**src/hdl/libp_pkg.sv**
```systemverilog
// Constants for the indicator LED blink and brightness PWM block.
// Assumes a 25 MHz core clock and an APB register slave.
package libp_pkg;

    // -----------------------------------------------------------------
    // Register map
    // -----------------------------------------------------------------
    localparam logic [7:0] LIBP_TALK_CFG_IDX = 8'h08;
    localparam logic [7:0] LIBP_QUIET_CFG_IDX = 8'h09;
    localparam logic [7:0] LIBP_STATE_IDX = 8'h10;
    localparam logic [11:0] LIBP_TALK_CFG_ADDR = {2'b00, LIBP_TALK_CFG_IDX, 2'b00};
    localparam logic [11:0] LIBP_QUIET_CFG_ADDR = {2'b00, LIBP_QUIET_CFG_IDX, 2'b00};
    localparam logic [11:0] LIBP_STATE_ADDR = {2'b00, LIBP_STATE_IDX, 2'b00};
    localparam logic [7:0] LIBP_TALK_CFG_RST = 8'h00;
    localparam logic [7:0] LIBP_QUIET_CFG_RST = 8'h00;

    // -----------------------------------------------------------------
    // Field positions
    // -----------------------------------------------------------------
    localparam int LIBP_TALK_PAT_LSB = 2;
    localparam int LIBP_TALK_DUTY_LSB = 0;
    localparam int LIBP_FALL_SEL_LSB = 5;
    localparam int LIBP_QUIET_PAT_LSB = 2;
    localparam int LIBP_QUIET_DUTY_LSB = 0;
    localparam logic [7:0] LIBP_TALK_CFG_MASK = 8'h1F;
    localparam logic [7:0] LIBP_QUIET_CFG_MASK = 8'h6F;

    // -----------------------------------------------------------------
    // Timing
    // -----------------------------------------------------------------
    localparam int LIBP_CLK_KHZ = 25_000;
    localparam int LIBP_PWM_PERIOD_US = 18;
    localparam int LIBP_ON25_US = 4;
    localparam int LIBP_ON50_US = 9;
    localparam int LIBP_PWM_PERIOD_CYC = LIBP_PWM_PERIOD_US * LIBP_CLK_KHZ / 1000;
    localparam int LIBP_ON25_CYC = LIBP_ON25_US * LIBP_CLK_KHZ / 1000;
    localparam int LIBP_ON50_CYC = LIBP_ON50_US * LIBP_CLK_KHZ / 1000;
    localparam int LIBP_BLINK_ON_MS = 80;
    localparam int LIBP_Q1_OFF_MS = 1000;
    localparam int LIBP_Q2_OFF_MS = 1500;
    localparam int LIBP_Q3_OFF_MS = 2500;
    localparam int LIBP_MS_CYC = LIBP_CLK_KHZ;

    // -----------------------------------------------------------------
    // Encodings
    // -----------------------------------------------------------------
    typedef enum logic [1:0] {
        LIBP_DUTY_OFF = 2'b00,
        LIBP_DUTY_25 = 2'b01,
        LIBP_DUTY_50 = 2'b10,
        LIBP_DUTY_FULL = 2'b11
    } libp_duty_t;

    typedef enum logic [1:0] {
        LIBP_ST_IDLE = 2'b00,
        LIBP_ST_TALK = 2'b01,
        LIBP_ST_QUIET = 2'b10,
        LIBP_ST_FALL = 2'b11
    } libp_state_t;

    typedef enum logic [1:0] {
        LIBP_FB_OFF = 2'b00,
        LIBP_FB_QUIET = 2'b01,
        LIBP_FB_TALK = 2'b10,
        LIBP_FB_ON = 2'b11
    } libp_fb_t;

endpackage

```
**src/hdl/libp_top.sv**
```systemverilog
// Indicator LED drive: blink pattern gating a brightness PWM.
// Assumes an APB master on the core clock; operating state from the mode logic.
//
// Operation
// - Talk-through pattern 000 keeps LED lit
// - Codes 1-7: 80 ms on, 80 ms times code off
// - Talk-through duty: off, 25, 50, 100 percent
// - PWM period 18 us; quiet duty same encoding
// - Quieting pattern 00 keeps LED lit
// - Quieting codes: 80 ms on, 1/1.5/2.5 s off
// - Fallback select 00 off, 11 always lit
// - Fallback 01 quiet timing, 10 talk timing
// - Fallback lit uses fixed 25 percent duty
//
// Added by the designer: the APB interface to the registers.
`timescale 1ns/1ps
`default_nettype none
module libp_top
    import libp_pkg::*;
#(
    parameter int MS_CYC = libp_pkg::LIBP_MS_CYC
) (
    // Clock and reset
    input wire logic I_CLK,
    input wire logic I_RST_B,
    // APB slave
    input wire logic I_PSEL,
    input wire logic I_PENABLE,
    input wire logic I_PWRITE,
    input wire logic [11:0] I_PADDR,
    input wire logic [31:0] I_PWDATA,
    output logic [31:0] O_PRDATA,
    output logic O_PREADY,
    output logic O_PSLVERR,
    // Operating state
    input wire libp_pkg::libp_state_t I_OP_STATE,
    // LED current sink
    output logic O_INDICATOR_CURRENT_SINK
);
    import libp_pkg::*;

    // -----------------------------------------------------------------
    // Register file
    // -----------------------------------------------------------------
    logic [7:0] talk_cfg_q, talk_cfg_d;
    logic [7:0] quiet_cfg_q, quiet_cfg_d;
    logic [31:0] rdata_q, rdata_d;
    logic err_q, err_d;
    logic ready_q, ready_d;
    logic setup;
    logic hit;
    logic lit;
    logic sink;

    assign setup = I_PSEL && !I_PENABLE;
    assign hit = I_PADDR == LIBP_TALK_CFG_ADDR || I_PADDR == LIBP_QUIET_CFG_ADDR ||
        I_PADDR == LIBP_STATE_ADDR;

    // No wait state: answer is registered in setup, ready in the first access cycle
    always_comb begin
        talk_cfg_d = talk_cfg_q;
        quiet_cfg_d = quiet_cfg_q;
        rdata_d = rdata_q;
        err_d = 1'b0;
        ready_d = setup;
        if (setup) begin
            err_d = !hit;
            rdata_d = 32'h0000_0000;
            if (!I_PWRITE) begin
                unique case (I_PADDR)
                    LIBP_TALK_CFG_ADDR: rdata_d = {24'h00_0000, talk_cfg_q};
                    LIBP_QUIET_CFG_ADDR: rdata_d = {24'h00_0000, quiet_cfg_q};
                    LIBP_STATE_ADDR: rdata_d = {29'h0000_0000, sink, I_OP_STATE};
                    default: rdata_d = 32'h0000_0000;
                endcase
            end
        end
        if (I_PSEL && I_PENABLE && ready_q && I_PWRITE) begin
            if (I_PADDR == LIBP_TALK_CFG_ADDR) begin
                talk_cfg_d = I_PWDATA[7:0] & LIBP_TALK_CFG_MASK;
            end
            if (I_PADDR == LIBP_QUIET_CFG_ADDR) begin
                quiet_cfg_d = I_PWDATA[7:0] & LIBP_QUIET_CFG_MASK;
            end
        end
    end

    always_ff @(posedge I_CLK or negedge I_RST_B) begin
        if (!I_RST_B) begin
            talk_cfg_q <= LIBP_TALK_CFG_RST;
            quiet_cfg_q <= LIBP_QUIET_CFG_RST;
            rdata_q <= 32'h0000_0000;
            err_q <= 1'b0;
            ready_q <= 1'b0;
        end else begin
            talk_cfg_q <= talk_cfg_d;
            quiet_cfg_q <= quiet_cfg_d;
            rdata_q <= rdata_d;
            err_q <= err_d;
            ready_q <= ready_d;
        end
    end

    assign O_PRDATA = rdata_q;
    assign O_PREADY = ready_q;
    assign O_PSLVERR = ready_q && err_q;

    // -----------------------------------------------------------------
    // Pattern selection
    // -----------------------------------------------------------------
    logic [2:0] talk_pat;
    logic [1:0] quiet_pat;
    libp_fb_t fb_sel;
    libp_duty_t talk_duty, quiet_duty, duty;
    logic [11:0] talk_off_ms, quiet_off_ms, off_ms;
    logic blink_en;
    libp_state_t state_q;
    logic restart;

    assign talk_pat = talk_cfg_q[LIBP_TALK_PAT_LSB +: 3];
    assign talk_duty = libp_duty_t'(talk_cfg_q[LIBP_TALK_DUTY_LSB +: 2]);
    assign quiet_pat = quiet_cfg_q[LIBP_QUIET_PAT_LSB +: 2];
    assign quiet_duty = libp_duty_t'(quiet_cfg_q[LIBP_QUIET_DUTY_LSB +: 2]);
    assign fb_sel = libp_fb_t'(quiet_cfg_q[LIBP_FALL_SEL_LSB +: 2]);
    // Off time is a multiple of the on time; zero means steady
    assign talk_off_ms = 12'(LIBP_BLINK_ON_MS) * {9'h000, talk_pat};

    always_comb begin
        unique case (quiet_pat)
            2'b00: quiet_off_ms = 12'h000;
            2'b01: quiet_off_ms = 12'(LIBP_Q1_OFF_MS);
            2'b10: quiet_off_ms = 12'(LIBP_Q2_OFF_MS);
            2'b11: quiet_off_ms = 12'(LIBP_Q3_OFF_MS);
        endcase
    end

    always_comb begin
        off_ms = 12'h000;
        blink_en = 1'b0;
        duty = LIBP_DUTY_OFF;
        unique case (I_OP_STATE)
            LIBP_ST_IDLE: begin
                blink_en = 1'b0;
            end
            LIBP_ST_TALK: begin
                blink_en = 1'b1;
                off_ms = talk_off_ms;
                duty = talk_duty;
            end
            LIBP_ST_QUIET: begin
                blink_en = 1'b1;
                off_ms = quiet_off_ms;
                duty = quiet_duty;
            end
            LIBP_ST_FALL: begin
                duty = LIBP_DUTY_25;
                unique case (fb_sel)
                    LIBP_FB_OFF: blink_en = 1'b0;
                    LIBP_FB_QUIET: begin
                        blink_en = 1'b1;
                        off_ms = quiet_off_ms;
                    end
                    LIBP_FB_TALK: begin
                        blink_en = 1'b1;
                        off_ms = talk_off_ms;
                    end
                    LIBP_FB_ON: blink_en = 1'b1;
                endcase
            end
        endcase
    end

    // -----------------------------------------------------------------
    // State change detect
    // -----------------------------------------------------------------
    always_ff @(posedge I_CLK or negedge I_RST_B) begin
        if (!I_RST_B) begin
            state_q <= LIBP_ST_IDLE;
        end else begin
            state_q <= I_OP_STATE;
        end
    end

    assign restart = I_OP_STATE != state_q;

    // -----------------------------------------------------------------
    // Timers and output
    // -----------------------------------------------------------------
    libp_blink #(
        .MS_CYC(MS_CYC)
    ) u_blink (
        .i_clk(I_CLK),
        .i_rst_b(I_RST_B),
        .i_restart(restart),
        .i_off_ms(off_ms),
        .o_lit(lit)
    );

    libp_pwm u_pwm (
        .i_clk(I_CLK),
        .i_rst_b(I_RST_B),
        .i_duty(duty),
        .i_restart(restart),
        .o_pwm(sink)
    );

    logic gate_q, gate_d;

    // Gate registered so sink and gate line up with the PWM flop
    assign gate_d = blink_en && lit;
    always_ff @(posedge I_CLK or negedge I_RST_B) begin
        if (!I_RST_B) begin
            gate_q <= 1'b0;
        end else begin
            gate_q <= gate_d;
        end
    end

    assign O_INDICATOR_CURRENT_SINK = gate_q && sink;
endmodule
`default_nettype wire

```
**src/hdl/libp_pwm.sv**
```systemverilog
// Brightness PWM: fixed period, four duty levels.
// Assumes restart is a one-cycle pulse from the state change detect in the top level.
`timescale 1ns/1ps
`default_nettype none
module libp_pwm
    import libp_pkg::*;
#(
    parameter int PERIOD_CYC = LIBP_PWM_PERIOD_CYC
) (
    // Clock and reset
    input wire logic i_clk,
    input wire logic i_rst_b,
    // Control
    input wire libp_pkg::libp_duty_t i_duty,
    input wire logic i_restart,
    // Output
    output logic o_pwm
);
    import libp_pkg::*;

    localparam int CW = $clog2(PERIOD_CYC);
    localparam logic [CW-1:0] LAST = CW'(PERIOD_CYC - 1);
    localparam logic [CW-1:0] ON25 = CW'(LIBP_ON25_CYC);
    localparam logic [CW-1:0] ON50 = CW'(LIBP_ON50_CYC);

    logic [CW-1:0] cnt_q, cnt_d;
    logic pwm_q, pwm_d;

    always_comb begin
        cnt_d = (i_restart || cnt_q == LAST) ? '0 : cnt_q + 1'b1;
        unique case (i_duty)
            LIBP_DUTY_OFF: pwm_d = 1'b0;
            LIBP_DUTY_25: pwm_d = cnt_d < ON25;
            LIBP_DUTY_50: pwm_d = cnt_d < ON50;
            LIBP_DUTY_FULL: pwm_d = 1'b1;
        endcase
    end

    always_ff @(posedge i_clk or negedge i_rst_b) begin
        if (!i_rst_b) begin
            cnt_q <= '0;
            pwm_q <= 1'b0;
        end else begin
            cnt_q <= cnt_d;
            pwm_q <= pwm_d;
        end
    end

    assign o_pwm = pwm_q;
endmodule
`default_nettype wire

```
**src/hdl/libp_blink.sv**
```systemverilog
// Blink timer: on for an interval, off for another, repeated.
// Zero off time means steady on; restart begins a fresh on phase.
`timescale 1ns/1ps
`default_nettype none
module libp_blink
    import libp_pkg::*;
#(
    parameter int MS_CYC = LIBP_MS_CYC
) (
    // Clock and reset
    input wire logic i_clk,
    input wire logic i_rst_b,
    // Control
    input wire logic i_restart,
    input wire logic [11:0] i_off_ms,
    // Output
    output logic o_lit
);
    import libp_pkg::*;

    localparam int PW = $clog2(MS_CYC);
    localparam logic [PW-1:0] PRE_LAST = PW'(MS_CYC - 1);
    localparam logic [11:0] ON_MS = 12'(LIBP_BLINK_ON_MS);

    logic [PW-1:0] pre_q, pre_d;
    logic [11:0] ms_q, ms_d;
    logic off_q, off_d;

    always_comb begin
        pre_d = pre_q + 1'b1;
        ms_d = ms_q;
        off_d = off_q;
        if (i_restart || i_off_ms == 12'h000) begin
            pre_d = '0;
            ms_d = '0;
            off_d = 1'b0;
        end else if (pre_q == PRE_LAST) begin
            pre_d = '0;
            ms_d = ms_q + 1'b1;
            if (!off_q && ms_q == ON_MS - 1'b1) begin
                ms_d = '0;
                off_d = 1'b1;
            end else if (off_q && ms_q >= i_off_ms - 1'b1) begin
                ms_d = '0;
                off_d = 1'b0;
            end
        end
    end

    always_ff @(posedge i_clk or negedge i_rst_b) begin
        if (!i_rst_b) begin
            pre_q <= '0;
            ms_q <= '0;
            off_q <= 1'b0;
        end else begin
            pre_q <= pre_d;
            ms_q <= ms_d;
            off_q <= off_d;
        end
    end

    assign o_lit = !off_q;
endmodule
`default_nettype wire

```
**config.mk**
```make
export PLATFORM = sky130hd
export DESIGN_NAME = libp_top
export DESIGN_NICKNAME = d
export VERILOG_FILES = /design/src/hdl/libp_pkg.sv /design/src/hdl/libp_top.sv /design/src/hdl/libp_pwm.sv /design/src/hdl/libp_blink.sv
export SDC_FILE = /design/constraint.sdc
export NUM_CORES = 1
export LEC_CHECK = 0
export BUFFER_PORTS_ARGS = -buffer_cell sky130_fd_sc_hd__buf_2
export CAP_MARGIN = 20
export CORE_MARGIN = 5
export CORE_UTILIZATION = 51
export CTS_CLUSTER_SIZE = 10
export DETAILED_ROUTE_END_ITERATION = 8
export GPL_TIMING_DRIVEN = 0
export PLACE_DENSITY = 0.89
export SKIP_LAST_GASP = 1
export SYNTH_ARGS = -nofsm -noshare
export SYNTH_HDL_FRONTEND = slang
export SYNTH_HIERARCHICAL = 1
export SYNTH_SLANG_ARGS = --single-unit
```
**constraint.sdc**
```tcl
create_clock -name I_CLK -period 3.4 [get_ports I_CLK]
set_input_delay 0.51 -clock I_CLK [delete_from_list [all_inputs] [get_ports I_CLK]]
set_output_delay 0.51 -clock I_CLK [all_outputs]
set_load 0.01 [all_outputs]
```
==> metrics.cfg, run 1 <==
[cells_and_area]
final_net_count=600
fin_util_pct=63.3
antenna_cells=0
area_growth_pct=21.0
drive_gt1_share_pct=31.6
final_cell_count_no_fill=627

[drt]
vias=3587
first_iter_violations=217
viasPerCell=5.72
drc=0
wire_per_inst_um=16.8
wl_mm=10.6
antenna_left=0
drt_pass1_iterations=5

[critical_path]
path_max_fanout=4
path_cells=inv_2 > ha_4 > a31o_4 > nor2b_4 > and2_4 > or4_4 > nor4_2 > xnor2_1 > ha_1 > a41o_1 > a21oi_1 > o31a_1 > o221ai_4 > buf_4 > a211oi_2
slowest_delay_ps=560
critical_path_class=reg2reg
cpMaxStageDelayCell=or4_4
cp-end-kind=register
cp.arrival_ps=4090
required_ps=3660
start_kind=register

[yosys]
ys_seq_area_share_pct=35.7
syn-cell-area_um2=4280
ys_types=67
yosys.area_share.adder_pct=9.36
synth-compound-area-share_pct=14.0
synth_xor_area_share_pct=7.78
syn_area_per_cell_um2=9.94
synthMuxAreaShare_pct=4.74
synth-async-reset-ratio_pct=100
synth_top_cells_by_count=dfrtp_1 (61), nor2_1 (33), ha_1 (32)
synth_top_area_share_pct=35.7
netlist_instances=430
yosysWarnings=6
synth_flop_cell=dfrtp_1
synth-simple-area-share_pct=20.3
ys_ff_latch=61
synth_most_common_cell=dfrtp_1
synth_area_leaders=dfrtp_1 (36%), ha_1 (9.4%), buf_4 (4.6%)
synth_edf_count=0
yosysTopAreaCell=dfrtp_1
synth_top_family_by_area=simple AND/OR/NAND/NOR gates

[global_routing]
antenna_found_initial=0
grt_pass1_vias=3653
grt_max_degree=39
overflow=0
grt_usage_pct=20.6
grt_pass1_wl_mm=17.0

[power_and_ir_drop]
power.leakage_nw=2.38
vdd_ir_drop_max_mv=0.201
p_per_area_nw_per_um2=311

[clock_tree]
clock-sinks=61
numCtsBuffers=9
cts_tree=done
path_clk_slew_ps=70
clock_latency_ps=350
root_buffer=clkbuf_8
clk_path_buf_depth=2
h-tree-depth=3

[sta]
max_freq_mhz=261
finalSetupViolations=13
slew_violations=0
min_period_over_period_pct=113
fin_ws_ps=-425
fin_skew_ps=7.94
rsz0062_at_grt=true
max_slew_margin_pct=54.4
tightest_slew_ps=678
finalHoldViolations=0
final.min_clock_period_ps=3830

[floorplan]
rows=33
io_pins=86
core_area_um2=8180
die_y_um=102
dieArea_um2=10300
start_util_pct=52.3
dieWidth_um=102

[run]
maxCapViolCount=0

[placed_design]
io_buffers=34
place_hpwl_mm=7.30
dpl.cell_count=602
gp_congestion=0.890

[hold_path]
hold_class=in2async

[outcome]
violations=negative setup slack
status=complete, but fails checks

## worst max-delay path, delay by kind of cell (launching register included)
family / cells / cell delay (ps)
buffers and inverters: 2 / 300
DFF: 1 / 410
and+or+nand+nor: 4 / 1110
xor gates and xnor gates: 1 / 180
AOI/OAI and AO/OA: 6 / 1230
adders and majority gates: 2 / 510
## placed cells by master (no fill, tap or decap), types with 6 or more instances in the layout
cell type and instances:
xor2_1 22, dfrtp_1 61, a211oi_2 11, buf_2 34, and3_1 8, inv_1 14, xnor2_1 16, mux2_4 6
ha_1 28, mux2_2 10, nor2_1 32, o21ai_0 12, buf_4 34, nand2_1 28, nor3_1 7, a21oi_1 10
conb_1 33, clkbuf_8 13, nand3_1 13
## flip-flops by register name, indices dropped and copies added, names as in the netlist
register,cells
O_PRDATA,7
O_PREADY,1
err_q,1
gate_q,1
quiet_cfg_q,6
state_q,2
talk_cfg_q,5
u_blink/ms_q,12
u_blink/off_q,1
u_blink/pre_q,15
u_pwm/cnt_q,9
u_pwm/o_pwm,1
## area by class of cell
type                       count  area [um^2]
fill                         636         3000
multi-input combinational    349         2690
tap                          105          131
clock buffer                  11          151
buffer                        34          277
clock inverter                 5         58.8
inverter                      17         63.8
sequential                    61         1530
timing repair buffer          45          275
## routing by layer
metal  up-vias  GRT usage (%)  part of all wire, %
li1       1677              -                    -
met1      1746           24.4                   39
met2       133           36.2                   53
met3        31           4.75                  5.7
met4         0           7.77                  2.6
met5         -              0                    0
## power by group
group / internal (mW) / leakage, nW / switching (mW)
clock: 0.378 / 0.102 / 0.304
combinational: 0.0748 / 1.44 / 0.110
sequential: 0.734 / 0.841 / 0.00764
## through the flow
step / worst slack (ps) / cell area [um^2] / TNS [ps] / hold slack, ps / power, mW
3_3_place_gp: -591 / 4780 / -7100 / 448 / 0.918
3_5_place_dp: -749 / 4800 / -9060 / 451 / 0.928
2_1_floorplan: -215 / 4480 / -2260 / 214 / 0.869
4_1_cts: -318 / 5130 / -3440 / 156 / 1.61
5_1_grt: -567 / 5170 / -6690 / 190 / 1.67
6_report: -425 / 5170 / -4850 / 150 / 1.61
## cells by family after synthesis
kind of cell / count (synthesis)
adder cells (fa/ha/maj): 32
AND/OR/NAND/NOR: 151
multiplexers: 16
flip-flops: 61
buffers and inverters: 52
AO/OA/AOI/OAI: 79
other: 1
XOR/XNOR: 38
## timing repair
| item | in CTS | in global routing |
|---|---|---|
| setup endpoints to repair | 13 | 13 |
| setup buffers | 8 | 1 |
| gates cloned | 1 | 0 |
| gates resized for setup | 14 | 8 |
| hold buffers | 0 | 0 |
| pin swaps | 18 | 2 |
| endpoints found under the hold margin | 0 | 0 |
## path summary, 6_finish.rpt
kind                                  startpoint          endpoint  slack (ps)  cells after the start
worst min-delay path                     I_RST_B  u_blink/ms_q[10]         150                      1
worst max register to register    quiet_cfg_q[5]   u_blink/ms_q[2]        -430                     15
min in group I_CLK                 I_OP_STATE[0]        state_q[0]         360                      1
worst max-delay path              quiet_cfg_q[5]   u_blink/ms_q[2]        -430                     15
max in group asynchronous                I_RST_B    u_pwm/cnt_q[4]        2650                      2
worst min register to register  u_blink/pre_q[0]  u_blink/pre_q[0]         460                      1
(Power assumes the default switching activity.)
==> inputs of run 2 (changes only) <==
--- a/config.mk
+++ b/config.mk
@@ -5,6 +5,7 @@
 export SDC_FILE = /design/constraint.sdc
 export NUM_CORES = 1
 export LEC_CHECK = 0
+export ABC_CLOCK_PERIOD_IN_PS = 3400
 export BUFFER_PORTS_ARGS = -buffer_cell sky130_fd_sc_hd__buf_2
 export CAP_MARGIN = 20
 export CORE_MARGIN = 5
@@ -12,7 +13,7 @@
 export CTS_CLUSTER_SIZE = 10
 export DETAILED_ROUTE_END_ITERATION = 8
 export GPL_TIMING_DRIVEN = 0
-export PLACE_DENSITY = 0.89
+export PLACE_DENSITY = 0.77
 export SKIP_LAST_GASP = 1
 export SYNTH_ARGS = -nofsm -noshare
 export SYNTH_HDL_FRONTEND = slang
==> run 2 against run 1 <==
  * The run still ends with negative setup slack left
  * Critical endpoint is now u_blink/ms_q[11]
  * Largest cell class unchanged
  * Cell count increased by 0.48%
  * Maximum frequency grew 2.6%
  * Cell area increased by 0.46%
  * Sequential share of layout area shrank 0.14 points
  * Largest power group unchanged
  * First-iteration DRC count shrank 25%
  * Critical path depth is the same
==> metrics.cfg, run 2 (synthesis results as in run 1) <==
[global_routing]
grt_usage_pct=18.9  ; -1.8 points
overflow=0  ; unchanged
grt_max_degree=41  ; +5.1%
antenna_found_initial=0  ; unchanged
grt_pass1_wl_mm=15.6  ; -8.5%
grt_pass1_vias=3352  ; -8.2%

[drt]
drc=0  ; unchanged
drt_pass1_iterations=4  ; -1
vias=3446  ; -3.9%
wl_mm=9.30  ; -12%
first_iter_violations=163  ; -25%
viasPerCell=5.47  ; -4.4%
antenna_left=0  ; unchanged
wire_per_inst_um=14.8  ; -12%

[critical_path]
r2r-start=quiet_cfg_q[5]
path_cells=inv_2 > ha_4 > a31o_4 > nor2b_4 > o21a_4 > or4_4 > nor4_1 > xnor2_1 > ha_1 > a41o_1 > a21oi_1 > o31a_1 > o221ai_4 > buf_4 > a211oi_2
crit_end=u_blink/ms_q[11]
r2r-end=u_blink/ms_q[11]
start_kind=register
cpMaxStageDelayCell=or4_4
required_ps=3670  ; about the same
slowest_delay_ps=560  ; about the same
reg2reg_setup_slack_ps=-330  ; +100 ps
ff2ff_path_depth=15  ; unchanged
cp-end-kind=register
path_max_fanout=4  ; unchanged
cp.arrival_ps=4000  ; -90 ps
critical_path_class=reg2reg
critPathLaunch=quiet_cfg_q[5]

[sta]
rsz0062_at_grt=true
final.min_clock_period_ps=3730  ; -96.1 ps
tightest_slew_ps=656  ; -21.8 ps
max_freq_mhz=268  ; +2.6%
slew_violations=0  ; unchanged
finalSetupViolations=13  ; unchanged
max_slew_margin_pct=55.9  ; +1.5 points
min_period_over_period_pct=110  ; -2.8 points
finalHoldViolations=0  ; unchanged
fin_skew_ps=9.38  ; +1.44 ps
fin_ws_ps=-329  ; +96.1 ps

[hold_path]
hold_class=in2async

[clock_tree]
cts_tree=done
clock_latency_ps=350  ; about the same
root_buffer=clkbuf_8
numCtsBuffers=9  ; unchanged
h-tree-depth=3  ; unchanged
clock-sinks=61  ; unchanged
clk_path_buf_depth=2  ; unchanged
path_clk_slew_ps=70  ; about the same

[cells_and_area]
final_cell_count_no_fill=630  ; +0.48%
largest_reg_flops=15  ; unchanged
top_register=u_blink/pre_q
fin_util_pct=63.5  ; +0.29 points
antenna_cells=0  ; unchanged
layout_commonest_cell=dfrtp_1
area_growth_pct=21.5
top_regs=u_blink/pre_q x15, u_blink/ms_q x12, u_pwm/cnt_q x9
mostFrequentLayoutCells=dfrtp_1 (61), buf_4 (37), buf_2 (34)
final_net_count=603  ; +0.50%
drive_gt1_share_pct=31.0  ; -0.56 points

[power_and_ir_drop]
p_per_area_nw_per_um2=319  ; +2.5%
vdd_ir_drop_max_mv=0.264  ; +31%
power.leakage_nw=2.42  ; +1.5%
power_mw=1.66  ; +3.0%

[outcome]
status=complete, but fails checks
violations=negative setup slack

[floorplan]
rows=33  ; unchanged
die_y_um=102  ; unchanged
dieArea_um2=10300  ; unchanged
io_pins=86  ; unchanged
dieWidth_um=102  ; unchanged
start_util_pct=52.3  ; unchanged
core_area_um2=8180  ; unchanged

[placed_design]
place_hpwl_mm=6.79  ; -7.0%
place_ws_ps=-725  ; +23.9 ps
gp_congestion=0.866  ; -2.7%
dpl.cell_count=602  ; unchanged
io_buffers=34  ; unchanged

[run]
maxCapViolCount=0  ; unchanged

[run 2: cell count changes in the layout (fill, tap and decap cells not counted), moves of 2 or more]
| cell | previous run | this run |
|---|---|---|
| buf_4 | 34 | 37 |
| ha_1 | 28 | 30 |
| clkinvlp_4 | 2 | 0 |
| clkbuf_1 | 2 | 4 |
| ha_2 | 3 | 1 |
[run 2: final cells by class]
type                       instances  area (um^2)
tap                              105          131
timing repair buffer              47          288
buffer                            35          280
clock inverter                     4         70.1
multi-input combinational        349         2680
clock buffer                      12          155
sequential                        61         1530
inverter                          17         63.8
fill                             674         2980
[run 2: per-stage QoR]
| stage | area, um^2 | TNS, ps | hold WS (ps) |
|---|---|---|---|
| detailed placement | 4800 | -8580 | 465 |
| floorplan | 4480 | -2260 | 214 |
| global route | 5190 | -5820 | 167 |
| CTS | 5120 | -2680 | 149 |
| finish | 5190 | -3480 | 132 |
| global placement | 4780 | -7260 | 447 |
[run 2: where the power goes]
group          internal, mW  switching [mW]  leakage (nW)
combinational        0.0717           0.106          1.46
sequential            0.734         0.00744         0.841
clock                 0.450           0.288         0.116
total                  1.26           0.401          2.42
[run 2: worst min-delay path by stage]
stage | from | endpoint | slack [ps]
6_report | I_RST_B | O_PREADY | 130
3_5_place_dp | u_blink/pre_q[0] | u_blink/pre_q[0] | 460
4_1_cts | I_RST_B | O_PREADY | 150
3_3_place_gp | u_blink/pre_q[0] | u_blink/pre_q[0] | 450
5_1_grt | I_RST_B | O_PREADY | 170
2_1_floorplan | I_RST_B | O_PRDATA[0] | 210
[run 2: routing by layer]
metal,global-route usage [%],wire (um),vias up
met5,0,0,-
met2,31.4,4690,74
met4,5.93,146,0
li1,-,-,1685
met1,24.4,4010,1672
met3,4.27,454,15
[run 2: what timing repair did]
action,4_1_cts,5_1_grt
pin swaps,9,2
hold buffers,0,0
cloned,1,0
resized for setup,9,8
endpoints found under the setup margin,13,13
hold endpoints to repair,0,0
setup buffers,6,5
[run 2: worst max-delay path: cells and delay by family, from the launching register on]
kind                     cells  cell delay (ps)
flip-flops                   1              410
AND/OR/NAND/NOR              3              970
buffers and inverters        2              270
adder cells (fa/ha/maj)      2              500
AO/OA/AOI/OAI                7             1290
XOR/XNOR                     1              190
==> inputs of run 3 (changes only) <==
--- a/config.mk
+++ b/config.mk
@@ -8,7 +8,6 @@
 export ABC_CLOCK_PERIOD_IN_PS = 3400
 export BUFFER_PORTS_ARGS = -buffer_cell sky130_fd_sc_hd__buf_2
 export CAP_MARGIN = 20
-export CORE_MARGIN = 5
 export CORE_UTILIZATION = 51
 export CTS_CLUSTER_SIZE = 10
 export DETAILED_ROUTE_END_ITERATION = 8
==> run 3 against run 2 <==
  * The run still ends with negative setup slack left
  * Sequential cell count unchanged
  * Routed wire length increased by 0.42%
  * Maximum frequency increased by 0.22%
  * Largest cell class unchanged
==> metrics.cfg, run 3 (synthesis results as in run 1) <==
[global_routing]
grt_usage_pct=23.0  ; +4.1 points
overflow=0  ; unchanged
antenna_found_initial=0  ; unchanged
grt_pass1_wl_mm=15.6  ; +0.17%
grt_pass1_vias=3371  ; +0.57%
met1_usage_pct=28.5  ; +4.0 points
grt_max_degree=32  ; -22%
met3_usage_pct=5.12  ; +0.85 points
grtUsageMet2_pct=39.4  ; +8.0 points
grt-busiest-layer=met2

[sta]
slew_violations=0  ; unchanged
tightest_slew_ps=749  ; +92.8 ps
fin_tns_setup_ps=-3630  ; -152 ps
final.min_clock_period_ps=3720  ; -8.12 ps
max_slew_margin_pct=50.1  ; -5.8 points
max_freq_mhz=269  ; +0.22%
fin_skew_ps=8.44  ; -0.946 ps
fin_ws_ps=-321  ; +8.12 ps
finalHoldViolations=0  ; unchanged
finalSetupViolations=13  ; unchanged
min_period_over_period_pct=109  ; -0.24 points
whs_ps=224  ; +92.0 ps
rsz0062_at_grt=true

[power_and_ir_drop]
seqPwrFrac_pct=45.4  ; +0.7 points
power.leakage_nw=2.40  ; -0.71%
netSwitchingFraction_pct=25.5  ; +1.3 points
pwr-share-comb_pct=11.1  ; +0.4 points
power_switching_mw=0.416  ; +3.6%
vdd_ir_drop_max_mv=0.219  ; -17%
clock_power_share_pct=43.5  ; -1.1 points
power.internal_mw=1.22  ; -3.3%
p_per_area_nw_per_um2=314  ; -1.5%

[critical_path]
cp-end-kind=register
cpMaxStageDelayCell=or4_4
path_max_fanout=5  ; +1
start_kind=register
ff2ff_path_depth=17  ; +2
cp_common_cell=a211oi_2
reg2reg_setup_slack_ps=-320  ; about the same
critical-path-top-delay-family=simple AND/OR/NAND/NOR gates
r2r-end=u_blink/ms_q[6]
slowest_delay_ps=540  ; -20 ps
r2r-start=quiet_cfg_q[5]
path_cells=inv_2 > ha_4 > a31o_4 > nor2b_4 > and2_4 > or4_4 > nor3_4 > nand2_2 > nor3_2 > xnor2_1 > ha_1 > nand2_1 > nor2_1 > a211oi_2 > o221ai_4 > buf_8 > a211oi_2
required_ps=3660  ; about the same
cp.arrival_ps=3980  ; -20 ps
critical_path_class=reg2reg
path_buf_inv=2  ; unchanged

[floorplan]
dieArea_um2=8750  ; -15%
core_area_um2=8180  ; unchanged
dieWidth_um=93.6  ; -7.9%
start_util_pct=52.3  ; unchanged
rows=33  ; unchanged
io_pins=86  ; unchanged
die_y_um=93.6  ; -7.9%

[cells_and_area]
top_register=u_blink/pre_q
seq_area_um2=1530  ; unchanged
top_regs=u_blink/pre_q x15, u_blink/ms_q x12, u_pwm/cnt_q x9
antenna_cells=0  ; unchanged
largest_reg_flops=15  ; unchanged
multi_input_area_um2=2690  ; +0.33%
final_net_count=602  ; -0.17%
area_growth_pct=21.4
layout_commonest_cell=dfrtp_1
nFillCells=672  ; -0.30%
mostFrequentLayoutCells=dfrtp_1 (61), buf_4 (37), buf_2 (34)
drive_gt1_share_pct=31.7  ; +0.63 points

[clock_tree]
numCtsBuffers=9  ; unchanged
clk_path_buf_depth=2  ; unchanged
clock_latency_ps=350  ; about the same
h-tree-depth=3  ; unchanged
root_buffer=clkbuf_8
path_clk_slew_ps=70  ; about the same
cts_tree=done
ctsHoldBuffers=0  ; unchanged
clock-sinks=61  ; unchanged

[drt]
vias=3425  ; -0.61%
antenna_left=0  ; unchanged
viasPerCell=5.45  ; -0.45%
drt_pass1_iterations=4  ; unchanged
first_iter_violations=117  ; -28%
wl_mm=9.34  ; +0.42%
drc=0  ; unchanged
wire_per_inst_um=14.9  ; +0.58%

[hold_path]
hold_class=in2async

[placed_design]
place_ws_ps=-758  ; -32.5 ps
io_buffers=34  ; unchanged
gp_congestion=0.834  ; -3.7%
place_hpwl_mm=6.64  ; -2.2%

[outcome]
violations=negative setup slack
status=complete, but fails checks

[run]
maxCapViolCount=0  ; unchanged

[run 3: how the worst max path moves through the flow]
stage	slack [ps]	endpoint	startpoint	cells past startpoint
after detailed placement	-760	u_blink/ms_q[6]	I_OP_STATE[0]	18
after CTS	-300	u_blink/ms_q[6]	quiet_cfg_q[5]	17
after floorplan	-220	u_blink/ms_q[10]	quiet_cfg_q[6]	17
after global placement	-590	u_blink/ms_q[7]	I_OP_STATE[0]	18
final	-320	u_blink/ms_q[6]	quiet_cfg_q[5]	17
after global routing	-500	u_blink/ms_q[7]	quiet_cfg_q[5]	17
[run 3: per-layer routing]
layer / part of all wire [%] / vias up / wire length (um)
met5: 0 / - / 0
met4: 1.6 / 0 / 146
met3: 4.0 / 19 / 370
met2: 51 / 81 / 4780
met1: 43 / 1652 / 4050
li1: - / 1673 / -
[run 3: area by class of cell]
type	count	share of cell area, %
plain buffers	34	5.33
clock buffers	9	2.39
flip-flops and latches	61	29.4
clock inverters	7	1.74
inverters	17	1.23
repair buffers	47	5.55
well taps	105	2.53
multi-input cells	349	51.8
[run 3: through the flow]
step / cells / power, mW / instance area [um^2] / utilization [%]
6_report: 629 / 1.63 / 5190 / 63.5
5_1_grt: 629 / 1.70 / 5190 / 63.5
4_1_cts: 625 / 1.64 / 5120 / 62.7
3_5_place_dp: 602 / 0.929 / 4800 / 58.7
3_3_place_gp: 601 / 0.920 / 4780 / 58.4
2_1_floorplan: 462 / 0.869 / 4480 / -
[run 3: power by group through the flow]
stage,Sequential (mW),Clock (mW),Combinational (mW)
final,0.741,0.710,0.180
after CTS,0.741,0.725,0.176
after floorplan,0.754,0,0.115
after global placement,0.755,0,0.165
after detailed placement,0.755,0,0.174
after global routing,0.741,0.760,0.203
[run 3: worst register-to-register path, stage by stage, from the launching register on]
cell and delay, ps:
dfrtp_1 420, inv_2 90, ha_4 200, a31o_4 240
nor2b_4 140, and2_4 160, or4_4 540, nor3_4 190
nand2_2 100, nor3_2 140, xnor2_1 150, ha_1 290
nand2_1 90, nor2_1 50, a211oi_2 260, o221ai_4 210
buf_8 190, a211oi_2 170
[run 3: what timing repair did]
item / 4_1_cts / 5_1_grt
setup endpoints to repair: 13 / 13
gates resized for setup: 15 / 7
buffers inserted: 6 / 5
pin swaps: 9 / 1
cloned: 1 / 0
